$ cat src/ata_tf_pkg.sv
package ata_tf_pkg;
	// Task file register selects, command block then control block
	localparam logic [3:0] SEL_DATA    = 4'h0;
	localparam logic [3:0] SEL_ERRFEAT = 4'h1;
	localparam logic [3:0] SEL_COUNT   = 4'h2;
	localparam logic [3:0] SEL_UNIT    = 4'h6;
	localparam logic [3:0] SEL_STATCMD = 4'h7;
	localparam logic [3:0] SEL_AUXCTL  = 4'hE;
	localparam logic [3:0] SEL_LEGACY  = 4'hF;
	// Shadowed byte registers: count, low, mid, high, unit
	localparam int         TF_SHADOWS  = 5;
	localparam int         IX_COUNT    = 0;
	localparam int         IX_LOW      = 1;
	localparam int         IX_MID      = 2;
	localparam int         IX_HIGH     = 3;
	localparam int         IX_UNIT     = 4;
	// Error detail fields
	localparam int ERR_BADBLK = 7;
	localparam int ERR_UNC    = 6;
	localparam int ERR_SECTOR_ID_MISSING_FLAG   = 4;
	localparam int ERR_COMMAND_ABORTED_FLAG   = 2;
	localparam int ERR_GEN    = 0;
	// Device state fields
	localparam int ST_BUSY = 7;
	localparam int ST_RDY  = 6;
	localparam int ST_DWF  = 5;
	localparam int ST_DSC  = 4;
	localparam int ST_DRQ  = 3;
	localparam int ST_CORRECTED_DATA_FLAG = 2;
	localparam int ST_ERR  = 0;
	// Device control and unit fields
	localparam int DC_PREV = 7;
	localparam int DC_SRST = 2;
	localparam int DC_NIEN = 1;
	localparam int DH_LBA  = 6;
	// Reset values and the full transfer of a zero count
	localparam logic [7:0] UNIT_RESET  = 8'hA0;
	localparam logic [7:0] COUNT_RESET = 8'h01;
	localparam logic [7:0] ADDR_RESET  = 8'h00;
	localparam logic [7:0] LOW_RESET   = 8'h01;
	localparam logic [8:0] FULL_COUNT  = 9'h100;
	localparam logic [7:0] BUSY_ONLY   = 8'h80;

	typedef enum logic [1:0] {
		PH_IDLE  = 2'b00,
		PH_BUSY  = 2'b01,
		PH_RESET = 2'b10
	} phase_type;

	typedef struct packed {
		logic        wr;
		logic        rd;
		logic [3:0]  sel;
		logic [15:0] wdata;
	} tf_req_type;

	typedef struct packed {
		logic done;
		logic abort;
		logic badBlock;
		logic uncorrectable;
		logic idMissing;
		logic general;
		logic writeFault;
		logic corrected;
	} core_event_type;
endpackage : ata_tf_pkg
$ cat src/ata_task_file_registers.sv
// Summary of operation
// (RL1) Task file contents travel in link frames; one device per channel, no master/slave.
// (RL2) Data port is 16 bits, moving blocks between internal buffer and host.
// (RL3) Error bits: 7 bad block, 6 uncorrectable, 4 id missing, 0 general; 5,3,1 zero.
// (RL4) Error bit 2 set on not-ready or write-fault abort, or invalid command.
// (RL5) Error detail is meaningful whenever status error bit is set.
// (RL6) A zero transfer count means 256 sectors.
// (RL7) Count reads zero after success, remaining sectors after failure.
// (RL8) Block address: low, mid, high bytes then unit bits 3-0 as bits 27-24.
// (RL9) Unit bit 6 selects cylinder/head/sector (0) or block addressing (1).
// (RL10) Unit bits 3-0 are head number, or address bits 27-24 in block mode.
// (RL11) Host writes unit bits 7 and 5 as one and bit 4 as zero.
// (RL12) Primary state read clears pending interrupt; auxiliary read leaves it.
// (RL13) While busy the host is locked out and other state bits are invalid.
// (RL14) Ready is clear after power-up until a command can be accepted.
// (RL15) State bit 5 write fault, bit 4 seek complete when ready, bit 1 zero.
// (RL16) State bit 3 set while the device wants a data port transfer.
// (RL17) State bit 2 flags corrected data; it does not stop a multi-sector read.
// (RL18) State bit 0 marks the previous command ended in error.
// (RL19) Control bit 7 picks previous shadow values; any command block write clears it.
// (RL20) Control bit 2 holds the device in soft reset until written back to zero.
// (RL21) Control bit 1 disables interrupts when one; zero after power-on and reset.
// (RL22) Legacy address: bit 6 low while writing, bits 5-2 inverted head, drive selects.
// (RL23) If enabled, interrupt rises on completion or data request until state read.
`timescale 1ns/1ns
`default_nettype none
module ata_task_file_registers #(
	parameter int DATA_WIDTH = 16
) (
	// Clock and reset
	input  wire logic                       clk_sys,
	input  wire logic                       rst_b,
	// Task file access from the frame decoder
	input  wire ata_tf_pkg::tf_req_type     tfReq,
	output logic [15:0]                     rdData,
	output logic                            rdValid,
	output logic                            irqOut,
	// Command issue toward the storage core
	output logic                            cmdStart,
	output logic [7:0]                      cmdCode,
	output logic [7:0]                      featureCode,
	output logic [8:0]                      sectorTotal,
	output logic [27:0]                     blockAddress,
	output logic                            lbaMode,
	output logic                            softReset,
	// Storage core state and events
	input  wire logic                       coreReady,
	input  wire logic                       dataWanted,
	input  wire logic                       writeActive,
	input  wire logic [7:0]                 remainingCount,
	input  wire ata_tf_pkg::core_event_type coreEvent,
	// Data buffer stream
	input  wire logic [DATA_WIDTH-1:0]      bufRdData,
	output logic                            bufRdTake,
	output logic [DATA_WIDTH-1:0]           bufWrData,
	output logic                            bufWrValid
);
	initial begin
		if (DATA_WIDTH != 16)
			$error("Data port width must be 16");
	end

	ata_tf_pkg::phase_type phaseReg;
	logic [7:0]            tfCur [ata_tf_pkg::TF_SHADOWS];
	logic [7:0]            tfPrev [ata_tf_pkg::TF_SHADOWS];
	logic [7:0]            errorReg;
	logic                  errFlag;
	logic                  faultFlag;
	logic                  corrFlag;
	logic                  prevSel;
	logic                  nIenReg;
	logic                  srstReg;
	logic                  intPending;
	logic                  drqLast;
	logic                  cmdWr;
	logic                  cmdBlockWr;
	logic                  localAbort;
	logic                  accept;
	logic                  intSet;
	logic                  idle;
	logic [7:0]            stateByte;

	// Decode of host writes; command block is locked while not idle
	assign idle       = (phaseReg == ata_tf_pkg::PH_IDLE);
	assign cmdBlockWr = tfReq.wr && !tfReq.sel[3] && idle; // [RL13]
	assign cmdWr      = cmdBlockWr && (tfReq.sel == ata_tf_pkg::SEL_STATCMD);
	assign localAbort = cmdWr && (!coreReady || faultFlag); // [RL4]
	assign accept     = cmdWr && !localAbort;
	assign intSet     = !nIenReg && ((phaseReg == ata_tf_pkg::PH_BUSY && coreEvent.done)
		|| localAbort || (dataWanted && !drqLast)); // [RL23]

	// Device state byte; only busy is shown while the device owns the file
	always_comb begin
		stateByte = 8'h00;
		if (!idle) begin
			stateByte = ata_tf_pkg::BUSY_ONLY; // [RL13]
		end else begin
			stateByte[ata_tf_pkg::ST_RDY]  = coreReady; // [RL14]
			stateByte[ata_tf_pkg::ST_DWF]  = faultFlag; // [RL15]
			stateByte[ata_tf_pkg::ST_DSC]  = coreReady; // [RL15]
			stateByte[ata_tf_pkg::ST_DRQ]  = dataWanted; // [RL16]
			stateByte[ata_tf_pkg::ST_CORRECTED_DATA_FLAG] = corrFlag; // [RL17]
			stateByte[ata_tf_pkg::ST_ERR]  = errFlag; // [RL18]
		end
	end

	// Read selection of a shadowed byte honouring the previous-value flag
	function automatic logic [7:0] shadowRead(input int ix);
		shadowRead = prevSel ? tfPrev[ix] : tfCur[ix]; // [RL19]
	endfunction : shadowRead

	// Command phase: idle, busy with the core, or held in soft reset
	always_ff @(posedge clk_sys or negedge rst_b) begin
		if (!rst_b) begin
			phaseReg <= ata_tf_pkg::PH_IDLE;
		end else if (srstReg) begin
			phaseReg <= ata_tf_pkg::PH_RESET; // [RL20]
		end else begin
			unique case (phaseReg)
				ata_tf_pkg::PH_IDLE: begin
					if (accept)
						phaseReg <= ata_tf_pkg::PH_BUSY;
				end
				ata_tf_pkg::PH_BUSY: begin
					if (coreEvent.done)
						phaseReg <= ata_tf_pkg::PH_IDLE;
				end
				ata_tf_pkg::PH_RESET: begin
					phaseReg <= ata_tf_pkg::PH_IDLE;
				end
				default: begin
					phaseReg <= ata_tf_pkg::PH_IDLE;
				end
			endcase
		end
	end

	// Shadowed task file bytes, current and previous values
	always_ff @(posedge clk_sys or negedge rst_b) begin
		if (!rst_b) begin
			for (int i = 0; i < ata_tf_pkg::TF_SHADOWS; i++) begin
				tfCur[i]  <= ata_tf_pkg::ADDR_RESET;
				tfPrev[i] <= ata_tf_pkg::ADDR_RESET;
			end
			tfCur[ata_tf_pkg::IX_COUNT] <= ata_tf_pkg::COUNT_RESET;
			tfCur[ata_tf_pkg::IX_LOW]   <= ata_tf_pkg::LOW_RESET;
			tfCur[ata_tf_pkg::IX_UNIT]  <= ata_tf_pkg::UNIT_RESET;
		end else if (srstReg) begin
			tfCur[ata_tf_pkg::IX_COUNT] <= ata_tf_pkg::COUNT_RESET;
			tfCur[ata_tf_pkg::IX_LOW]   <= ata_tf_pkg::LOW_RESET;
			tfCur[ata_tf_pkg::IX_MID]   <= ata_tf_pkg::ADDR_RESET;
			tfCur[ata_tf_pkg::IX_HIGH]  <= ata_tf_pkg::ADDR_RESET;
			tfCur[ata_tf_pkg::IX_UNIT]  <= ata_tf_pkg::UNIT_RESET;
		end else if (phaseReg == ata_tf_pkg::PH_BUSY && coreEvent.done) begin
			// Success leaves zero, failure leaves what is still owed
			tfCur[ata_tf_pkg::IX_COUNT] <= (coreEvent.abort || coreEvent.badBlock
				|| coreEvent.uncorrectable || coreEvent.idMissing || coreEvent.general)
				? remainingCount : 8'h00; // [RL7]
		end else begin
			for (int i = 0; i < ata_tf_pkg::TF_SHADOWS; i++) begin
				if (cmdBlockWr && tfReq.sel == ata_tf_pkg::SEL_COUNT + 4'(i)) begin
					tfPrev[i] <= tfCur[i];
					tfCur[i]  <= tfReq.wdata[7:0];
				end
			end
		end
	end

	// Error detail, captured at completion and cleared at each new command
	always_ff @(posedge clk_sys or negedge rst_b) begin
		if (!rst_b) begin
			errorReg <= 8'h00;
			errFlag  <= 1'b0;
		end else if (srstReg || accept) begin
			errorReg <= 8'h00;
			errFlag  <= 1'b0;
		end else if (localAbort) begin
			errorReg <= 8'h00;
			errorReg[ata_tf_pkg::ERR_COMMAND_ABORTED_FLAG] <= 1'b1; // [RL4]
			errFlag  <= 1'b1;
		end else if (phaseReg == ata_tf_pkg::PH_BUSY && coreEvent.done) begin
			errorReg <= 8'h00;
			errorReg[ata_tf_pkg::ERR_BADBLK] <= coreEvent.badBlock; // [RL3]
			errorReg[ata_tf_pkg::ERR_UNC]    <= coreEvent.uncorrectable; // [RL3]
			errorReg[ata_tf_pkg::ERR_SECTOR_ID_MISSING_FLAG]   <= coreEvent.idMissing; // [RL3]
			errorReg[ata_tf_pkg::ERR_COMMAND_ABORTED_FLAG]   <= coreEvent.abort; // [RL4]
			errorReg[ata_tf_pkg::ERR_GEN]    <= coreEvent.general; // [RL3]
			errFlag  <= coreEvent.abort || coreEvent.badBlock || coreEvent.uncorrectable
				|| coreEvent.idMissing || coreEvent.general; // [RL5] [RL18]
		end
	end

	// Write fault and corrected data flags; fault survives until soft reset
	always_ff @(posedge clk_sys or negedge rst_b) begin
		if (!rst_b) begin
			faultFlag <= 1'b0;
			corrFlag  <= 1'b0;
		end else begin
			if (coreEvent.writeFault)
				faultFlag <= 1'b1; // [RL15]
			else if (srstReg)
				faultFlag <= 1'b0;
			if (coreEvent.corrected)
				corrFlag <= 1'b1; // [RL17]
			else if (accept || srstReg)
				corrFlag <= 1'b0;
		end
	end

	// Device control: previous-value select, soft reset hold, interrupt disable
	always_ff @(posedge clk_sys or negedge rst_b) begin
		if (!rst_b) begin
			prevSel <= 1'b0;
			srstReg <= 1'b0;
			nIenReg <= 1'b0; // [RL21]
		end else if (tfReq.wr && tfReq.sel == ata_tf_pkg::SEL_AUXCTL) begin
			prevSel <= tfReq.wdata[ata_tf_pkg::DC_PREV];
			srstReg <= tfReq.wdata[ata_tf_pkg::DC_SRST]; // [RL20]
			nIenReg <= tfReq.wdata[ata_tf_pkg::DC_NIEN] && !tfReq.wdata[ata_tf_pkg::DC_SRST]; // [RL21]
		end else if (cmdBlockWr) begin
			prevSel <= 1'b0; // [RL19]
		end
	end

	// Interrupt pending: set wins over the clearing read of the primary state
	always_ff @(posedge clk_sys or negedge rst_b) begin
		if (!rst_b) begin
			intPending <= 1'b0;
			drqLast    <= 1'b0;
			irqOut     <= 1'b0;
		end else begin
			drqLast <= dataWanted;
			if (intSet)
				intPending <= 1'b1; // [RL23]
			else if (srstReg || (tfReq.rd && tfReq.sel == ata_tf_pkg::SEL_STATCMD))
				intPending <= 1'b0; // [RL12]
			irqOut <= (intPending || intSet) && !nIenReg && !srstReg; // [RL21]
		end
	end

	// Read answers, one cycle after the request
	always_ff @(posedge clk_sys or negedge rst_b) begin
		if (!rst_b) begin
			rdData  <= 16'h0000;
			rdValid <= 1'b0;
		end else begin
			rdValid <= tfReq.rd; // [RL1]
			if (tfReq.rd) begin
				unique case (tfReq.sel)
					ata_tf_pkg::SEL_DATA:    rdData <= bufRdData; // [RL2]
					ata_tf_pkg::SEL_ERRFEAT: rdData <= {8'h00, errorReg}; // [RL3]
					4'h2, 4'h3, 4'h4, 4'h5, 4'h6: begin
						rdData <= {8'h00, shadowRead(int'(tfReq.sel - ata_tf_pkg::SEL_COUNT))};
					end
					ata_tf_pkg::SEL_STATCMD: rdData <= {8'h00, stateByte};
					ata_tf_pkg::SEL_AUXCTL:  rdData <= {8'h00, stateByte}; // [RL12]
					ata_tf_pkg::SEL_LEGACY: begin
						rdData <= {8'h00, 1'b0, !writeActive,
							~tfCur[ata_tf_pkg::IX_UNIT][3:0], 1'b1, 1'b0}; // [RL22]
					end
					default:                 rdData <= 16'h0000;
				endcase
			end
		end
	end

	// Data port stream to and from the internal buffer
	always_ff @(posedge clk_sys or negedge rst_b) begin
		if (!rst_b) begin
			bufRdTake  <= 1'b0;
			bufWrValid <= 1'b0;
			bufWrData  <= '0;
		end else begin
			bufRdTake  <= tfReq.rd && tfReq.sel == ata_tf_pkg::SEL_DATA && dataWanted; // [RL2]
			bufWrValid <= tfReq.wr && tfReq.sel == ata_tf_pkg::SEL_DATA && dataWanted; // [RL2]
			if (tfReq.wr && tfReq.sel == ata_tf_pkg::SEL_DATA)
				bufWrData <= tfReq.wdata;
		end
	end

	// Command issue; parameters frozen at acceptance, feature code taken at each idle feature write
	always_ff @(posedge clk_sys or negedge rst_b) begin
		if (!rst_b) begin
			cmdStart     <= 1'b0;
			cmdCode      <= 8'h00;
			featureCode  <= 8'h00;
			sectorTotal  <= 9'h000;
			blockAddress <= 28'h0000000;
			lbaMode      <= 1'b0;
			softReset    <= 1'b0;
		end else begin
			cmdStart  <= accept;
			softReset <= srstReg; // [RL20]
			if (tfReq.wr && tfReq.sel == ata_tf_pkg::SEL_ERRFEAT && idle)
				featureCode <= tfReq.wdata[7:0];
			if (accept) begin
				cmdCode     <= tfReq.wdata[7:0];
				sectorTotal <= (tfCur[ata_tf_pkg::IX_COUNT] == 8'h00) ? ata_tf_pkg::FULL_COUNT
					: {1'b0, tfCur[ata_tf_pkg::IX_COUNT]}; // [RL6]
				lbaMode     <= tfCur[ata_tf_pkg::IX_UNIT][ata_tf_pkg::DH_LBA]; // [RL9]
				// Unit low nibble is head number or top address bits [RL10]
				blockAddress <= {tfCur[ata_tf_pkg::IX_UNIT][3:0], tfCur[ata_tf_pkg::IX_HIGH],
					tfCur[ata_tf_pkg::IX_MID], tfCur[ata_tf_pkg::IX_LOW]}; // [RL8]
			end
		end
	end

	AST_ABORT_NOT_READY: assert property (@(posedge clk_sys) disable iff (!rst_b) // [RL4]
		(cmdWr && !coreReady && !srstReg) |=> (errorReg[ata_tf_pkg::ERR_COMMAND_ABORTED_FLAG] && errFlag && !cmdStart))
		else $error("Command while not ready was not aborted");
	AST_COUNT_ZERO_OK: assert property (@(posedge clk_sys) disable iff (!rst_b) // [RL7]
		(phaseReg == ata_tf_pkg::PH_BUSY && coreEvent.done && !srstReg && !coreEvent.abort
		&& !coreEvent.badBlock && !coreEvent.uncorrectable && !coreEvent.idMissing
		&& !coreEvent.general) |=> (tfCur[ata_tf_pkg::IX_COUNT] == 8'h00 && !errFlag))
		else $error("Count not zero after success");
	AST_ZERO_IS_256: assert property (@(posedge clk_sys) disable iff (!rst_b) // [RL6]
		(accept && !srstReg && tfCur[ata_tf_pkg::IX_COUNT] == 8'h00) |=> (sectorTotal == 9'h100))
		else $error("Zero count not taken as 256");
	AST_LBA_LAYOUT: assert property (@(posedge clk_sys) disable iff (!rst_b) // [RL8]
		cmdStart |-> (blockAddress[27:24] == $past(tfCur[ata_tf_pkg::IX_UNIT][3:0])
		&& blockAddress[7:0] == $past(tfCur[ata_tf_pkg::IX_LOW])))
		else $error("Block address assembled wrongly");
	AST_STATE_READ_CLEARS: assert property (@(posedge clk_sys) disable iff (!rst_b) // [RL12]
		(tfReq.rd && tfReq.sel == ata_tf_pkg::SEL_STATCMD && !intSet) |=> !intPending)
		else $error("Primary state read left interrupt pending");
	AST_AUX_KEEPS: assert property (@(posedge clk_sys) disable iff (!rst_b) // [RL12]
		(tfReq.rd && tfReq.sel == ata_tf_pkg::SEL_AUXCTL && intPending && !srstReg) |=> intPending)
		else $error("Auxiliary read cleared interrupt");
	AST_BUSY_MASKS: assert property (@(posedge clk_sys) disable iff (!rst_b) // [RL13]
		(!idle && tfReq.rd && tfReq.sel == ata_tf_pkg::SEL_STATCMD) |=> (rdData == 16'h0080 && rdValid))
		else $error("State bits shown while busy");
	AST_SRST_HOLD: assert property (@(posedge clk_sys) disable iff (!rst_b) // [RL20]
		srstReg [*2] |-> (phaseReg == ata_tf_pkg::PH_RESET && softReset))
		else $error("Soft reset not held");
	AST_NIEN_QUIET: assert property (@(posedge clk_sys) disable iff (!rst_b) // [RL21]
		$past(nIenReg) && nIenReg |-> !irqOut)
		else $error("Interrupt raised while disabled");
	AST_PREV_CLEARED: assert property (@(posedge clk_sys) disable iff (!rst_b) // [RL19]
		(cmdBlockWr && !srstReg) |=> !prevSel)
		else $error("Command block write left previous select");
	AST_ERR_ZERO_BITS: assert property (@(posedge clk_sys) disable iff (!rst_b) // [RL3]
		(tfReq.rd && tfReq.sel == ata_tf_pkg::SEL_ERRFEAT) |=> (rdData[7:0] & 8'h2A) == 8'h00)
		else $error("Reserved error bits set");
	AST_ERR_CAPTURE: assert property (@(posedge clk_sys) disable iff (!rst_b) // [RL3]
		(phaseReg == ata_tf_pkg::PH_BUSY && coreEvent.done && !srstReg)
		|=> (errorReg[ata_tf_pkg::ERR_UNC] == $past(coreEvent.uncorrectable)))
		else $error("Uncorrectable bit not captured");
	AST_ERR_FLAG_DETAIL: assert property (@(posedge clk_sys) disable iff (!rst_b) // [RL5] [RL18]
		(phaseReg == ata_tf_pkg::PH_BUSY && coreEvent.done && coreEvent.general && !srstReg)
		|=> (errFlag && errorReg[ata_tf_pkg::ERR_GEN]))
		else $error("Failed command left no error flag");
	AST_FAULT_ABORT: assert property (@(posedge clk_sys) disable iff (!rst_b) // [RL4]
		(cmdWr && faultFlag && !srstReg) |=> (errorReg[ata_tf_pkg::ERR_COMMAND_ABORTED_FLAG] && !cmdStart))
		else $error("Command under write fault was not aborted");
	AST_STATE_FIELDS: assert property (@(posedge clk_sys) disable iff (!rst_b) // [RL14] [RL15] [RL16]
		(tfReq.rd && tfReq.sel == ata_tf_pkg::SEL_STATCMD && idle) |=> (rdData[ata_tf_pkg::ST_RDY]
		== $past(coreReady) && rdData[ata_tf_pkg::ST_DRQ] == $past(dataWanted)
		&& rdData[ata_tf_pkg::ST_DWF] == $past(faultFlag)))
		else $error("State fields do not follow the device");
	AST_SRST_QUIET: assert property (@(posedge clk_sys) disable iff (!rst_b) // [RL21]
		($past(srstReg) && srstReg) |-> (!nIenReg && !irqOut))
		else $error("Interrupt active during soft reset");
	AST_LEGACY_BITS: assert property (@(posedge clk_sys) disable iff (!rst_b) // [RL22]
		(tfReq.rd && tfReq.sel == ata_tf_pkg::SEL_LEGACY) |=> (rdData[6] == !$past(writeActive)
		&& rdData[5:2] == ~$past(tfCur[ata_tf_pkg::IX_UNIT][3:0])))
		else $error("Legacy address bits wrong");
	AST_DATA_WORD: assert property (@(posedge clk_sys) disable iff (!rst_b) // [RL2]
		(tfReq.wr && tfReq.sel == ata_tf_pkg::SEL_DATA && dataWanted)
		|=> (bufWrValid && bufWrData == $past(tfReq.wdata)))
		else $error("Data word not passed to buffer");
endmodule : ata_task_file_registers
`default_nettype wire

$ cat config.mk
export PLATFORM = sky130hd
export DESIGN_NAME = ata_task_file_registers
export DESIGN_NICKNAME = d
export VERILOG_FILES = /design/src/ata_tf_pkg.sv /design/src/ata_task_file_registers.sv
export SDC_FILE = /design/constraint.sdc
export NUM_CORES = 1
export LEC_CHECK = 0
export BUFFER_PORTS_ARGS = -buffer_cell sky130_fd_sc_hd__buf_2
export CORE_MARGIN = 4
export CORE_UTILIZATION = 52
export CTS_BUF_LIST = sky130_fd_sc_hd__clkbuf_2 sky130_fd_sc_hd__clkbuf_4 sky130_fd_sc_hd__clkbuf_8
export CTS_CLUSTER_DIAMETER = 100
export DETAILED_ROUTE_END_ITERATION = 8
export PLACE_DENSITY = 0.81
export SYNTH_ARGS = -nofsm -noshare
export SYNTH_HDL_FRONTEND = slang
export SYNTH_SLANG_ARGS = --single-unit
$ cat constraint.sdc
create_clock -name clk_sys -period 1.64 [get_ports clk_sys]
set_input_delay 0.082 -clock clk_sys [delete_from_list [all_inputs] [get_ports clk_sys]]
set_output_delay 0.082 -clock clk_sys [all_outputs]
set_load 0.02 [all_outputs]
==> run metrics <==
outcome finished, violations left; failing checks setup timing; GRT Total Usage 29.0%; DR pass1 iterations 6; met2 wire len 12.2 mm; die area 18000 um2; WP data required about 2 ns; Slew @ Worst Pin ~0.56 ns; vias in the first global route 7152; CTS root buf clkbuf_8; CTS H-tree lvls 4; Hold Vio Cnt, Final 0; post-synth net total 830; antenna-violating nets left 0; Initial Util ~54%; Pleak 5.71 nW; pwr dens 973 nW/um2; max_slew headroom 62.8%; M1 WL 10.7 mm; RePlAce Congestion 1.00; Max Buffers Root-to-Sink 2; Vias between 7000 and 8000; count leader, synth dfrtp_1; global route overflow 0; Met3 Wirelength 2.15 mm; CTS tree done; Initial DRC Count around 630; post-DR vias/cell 5.67; Area Overhead vs Synth 33.2%; Post-synth top cells dfrtp_1, nand2_1, mux2_2; chip width 134 um; post-route core utilization 71.5%; Avg Cell Area, Syn approximately 11 um2; fin cells between 1000 and 1500; fin worst setup slack -0.0987 ns; largest net degree at the start of global routing between 60 and 70; peak supply drop 788 uV; FILL cells 1114; worst setup path class reg -> reg; Clock transition at path regs 0.09 ns; CP Launch Type register; largest area contributor in the netlist dfrtp_1; worst-path maximum fanout 4; Place WS -0.232 ns; Synth async-reset ratio 100%; Final setup viols 98; sequential share of the synthesized area 56.5%; highest routed layer met4; Post-Syn Instances 771; first-pass GRT wire length approximately 40 mm; RSZ-0062 raised after global routing true; Yosys cell types 58; initial antenna violation count 0; wire per inst 20.7 um; Peak Freq 0.575 GHz; CP max stage delay 0.45 ns; synthesized flop and latch total 187; setup TNS -3.75 ns; Post-DP HPWL 18.1 mm; Rows 45; Worst Hold Class in -> reg; worst path bufs/invs 2; worst-skew pair later-pin latency 0.47 ns; die height about 130 um; Total Nets Final 1103; # Max-Cap Violations 0; I/O Pins between 150 and 200; critical path, cell by cell nor4b_4 -> nand4_1 -> or2_4 -> clkinv_8 -> buf_12 -> nor2_4 -> a22o_1; clock skew 0.00981 ns; Routed Wire Length between 20 and 30 mm; Num CTS Buffers 17; Synthesis Warnings 0; endpoint class of the critical path register; CP arrival about 2.1 ns; port bufs 150; core area 15400 um2; Top FF cell, synth dfrtp_1; DRC viols 0; Tcrit/Tclk final 106%; CP delay by family, top simple AND/OR/NAND/NOR gates; dpl cells roughly 1200; area share of the largest cell type after synthesis 55.3%; Period minus WS final 1.74 ns; Post-synth EDFFs 0; fraction of layout cells with a size suffix above 1 36.7%; clock sink total 187; post-synthesis cell area 8280 um2; Max Slew Vio Count 0; Slowest cell on crit path dfrtp_2; top cells by area, synth dfrtp_1, mux2_2, nand2_1; antenna cells 0
[logic make-up after synthesis]
family,Yosys count,share of synthesized area (%)
xor gates and xnor gates,1,0.106
AOI/OAI and AO/OA,123,10.1
DFF,187,56.5
muxes,102,13.4
and+or+nand+nor,286,15.6
buffers and inverters,72,4.26
[state kept, by name, indices dropped and copies added, names as in the netlist, 2 cells and up]
| name | count |
|---|---|
| cmdCode | 8 |
| rdData | 16 |
| errorReg | 5 |
| phaseReg | 2 |
| bufWrData | 16 |
| blockAddress | 28 |
| tfPrev | 40 |
| sectorTotal | 9 |
| tfCur | 40 |
| featureCode | 8 |
[metrics by stage]
stage               cell area [um2]  hold slack [ns]  total power [mW]
CTS                           10800          0.00624              10.7
finish                        11000           0.0395              10.7
global route                  11000           0.0500              11.2
global placement               9870            0.112              7.42
detailed placement             9870            0.118              7.47
floorplan                      8310           -0.214              6.47
[cell usage in the layout (no fill, tap or decap), types with 3 or more instances in the layout]
cell type,count
dlygate4sd3_1,45
a211oi_1,8
nor2b_1,11
a221oi_1,3
dfrtp_1,182
nand3_1,21
clkbuf_4,5
inv_1,20
mux2_1,6
a22o_1,12
nor2_1,43
a22oi_1,10
o21ai_0,29
a2111oi_0,3
nor3_1,3
nand2_1,166
mux2i_1,30
a21oi_1,21
dfstp_2,4
buf_12,7
nand4_1,4
buf_4,91
o221ai_1,8
a222oi_1,3
mux2_2,48
buf_2,149
clkbuf_8,19
nand3b_1,5
mux2_4,18
o22ai_1,9
nor2_4,4
nor4_1,4
buf_6,8
[power by group]
part	internal [mW]	switching [mW]	leakage [nW]	total [mW]
combinational	0.979	1.26	3.00	2.24
sequential	5.04	0.332	2.51	5.38
clock	1.49	1.63	0.206	3.12
[metal layers]
layer  track usage, %  vias to the layer above
met2             45.4                      362
met4             12.8                        0
li1                 -                     3219
met5                0                        -
met3             7.73                       84
met1             38.3                     3530
[final cells by class]
cell class	instances	area, um2	share of cell area, %
clock buffer	23	285	2.59
multi-input combinational	512	3390	30.7
tap	211	264	2.39
clock inverter	9	113	1.02
inverter	21	91.3	0.828
sequential	187	4690	42.5
timing repair buffer	305	2210	20.0
[final timing paths]
kind / start / to / slack (ns) / depth (start not counted)
max: phaseReg[0] / errFlag / -0.1 / 7
min reg2reg: blockAddress[15] / blockAddress[15] / 0.47 / 2
min: remainingCount[0] / tfCur[32] / 0.04 / 4
min in group asynchronous: rst_b / blockAddress[18] / 0.16 / 2
max in group asynchronous: rst_b / tfCur[32] / 0.83 / 3
max reg2reg: phaseReg[0] / errFlag / -0.1 / 7
[worst min-delay path, stage by stage]
cell	delay, ns
buf_2	0.09
nand2_1	0.04
a21oi_1	0.12
mux2_2	0.14
[what timing repair did]
action	4_1_cts	5_1_grt
gates resized for setup	18	34
buffers inserted	5	6
cloned	1	1
endpoints found under the hold margin	113	0
setup endpoints to repair	108	120
pin swaps	2	6
hold buffers	45	0
No activity file was read; power rests on OpenSTA's default activity.
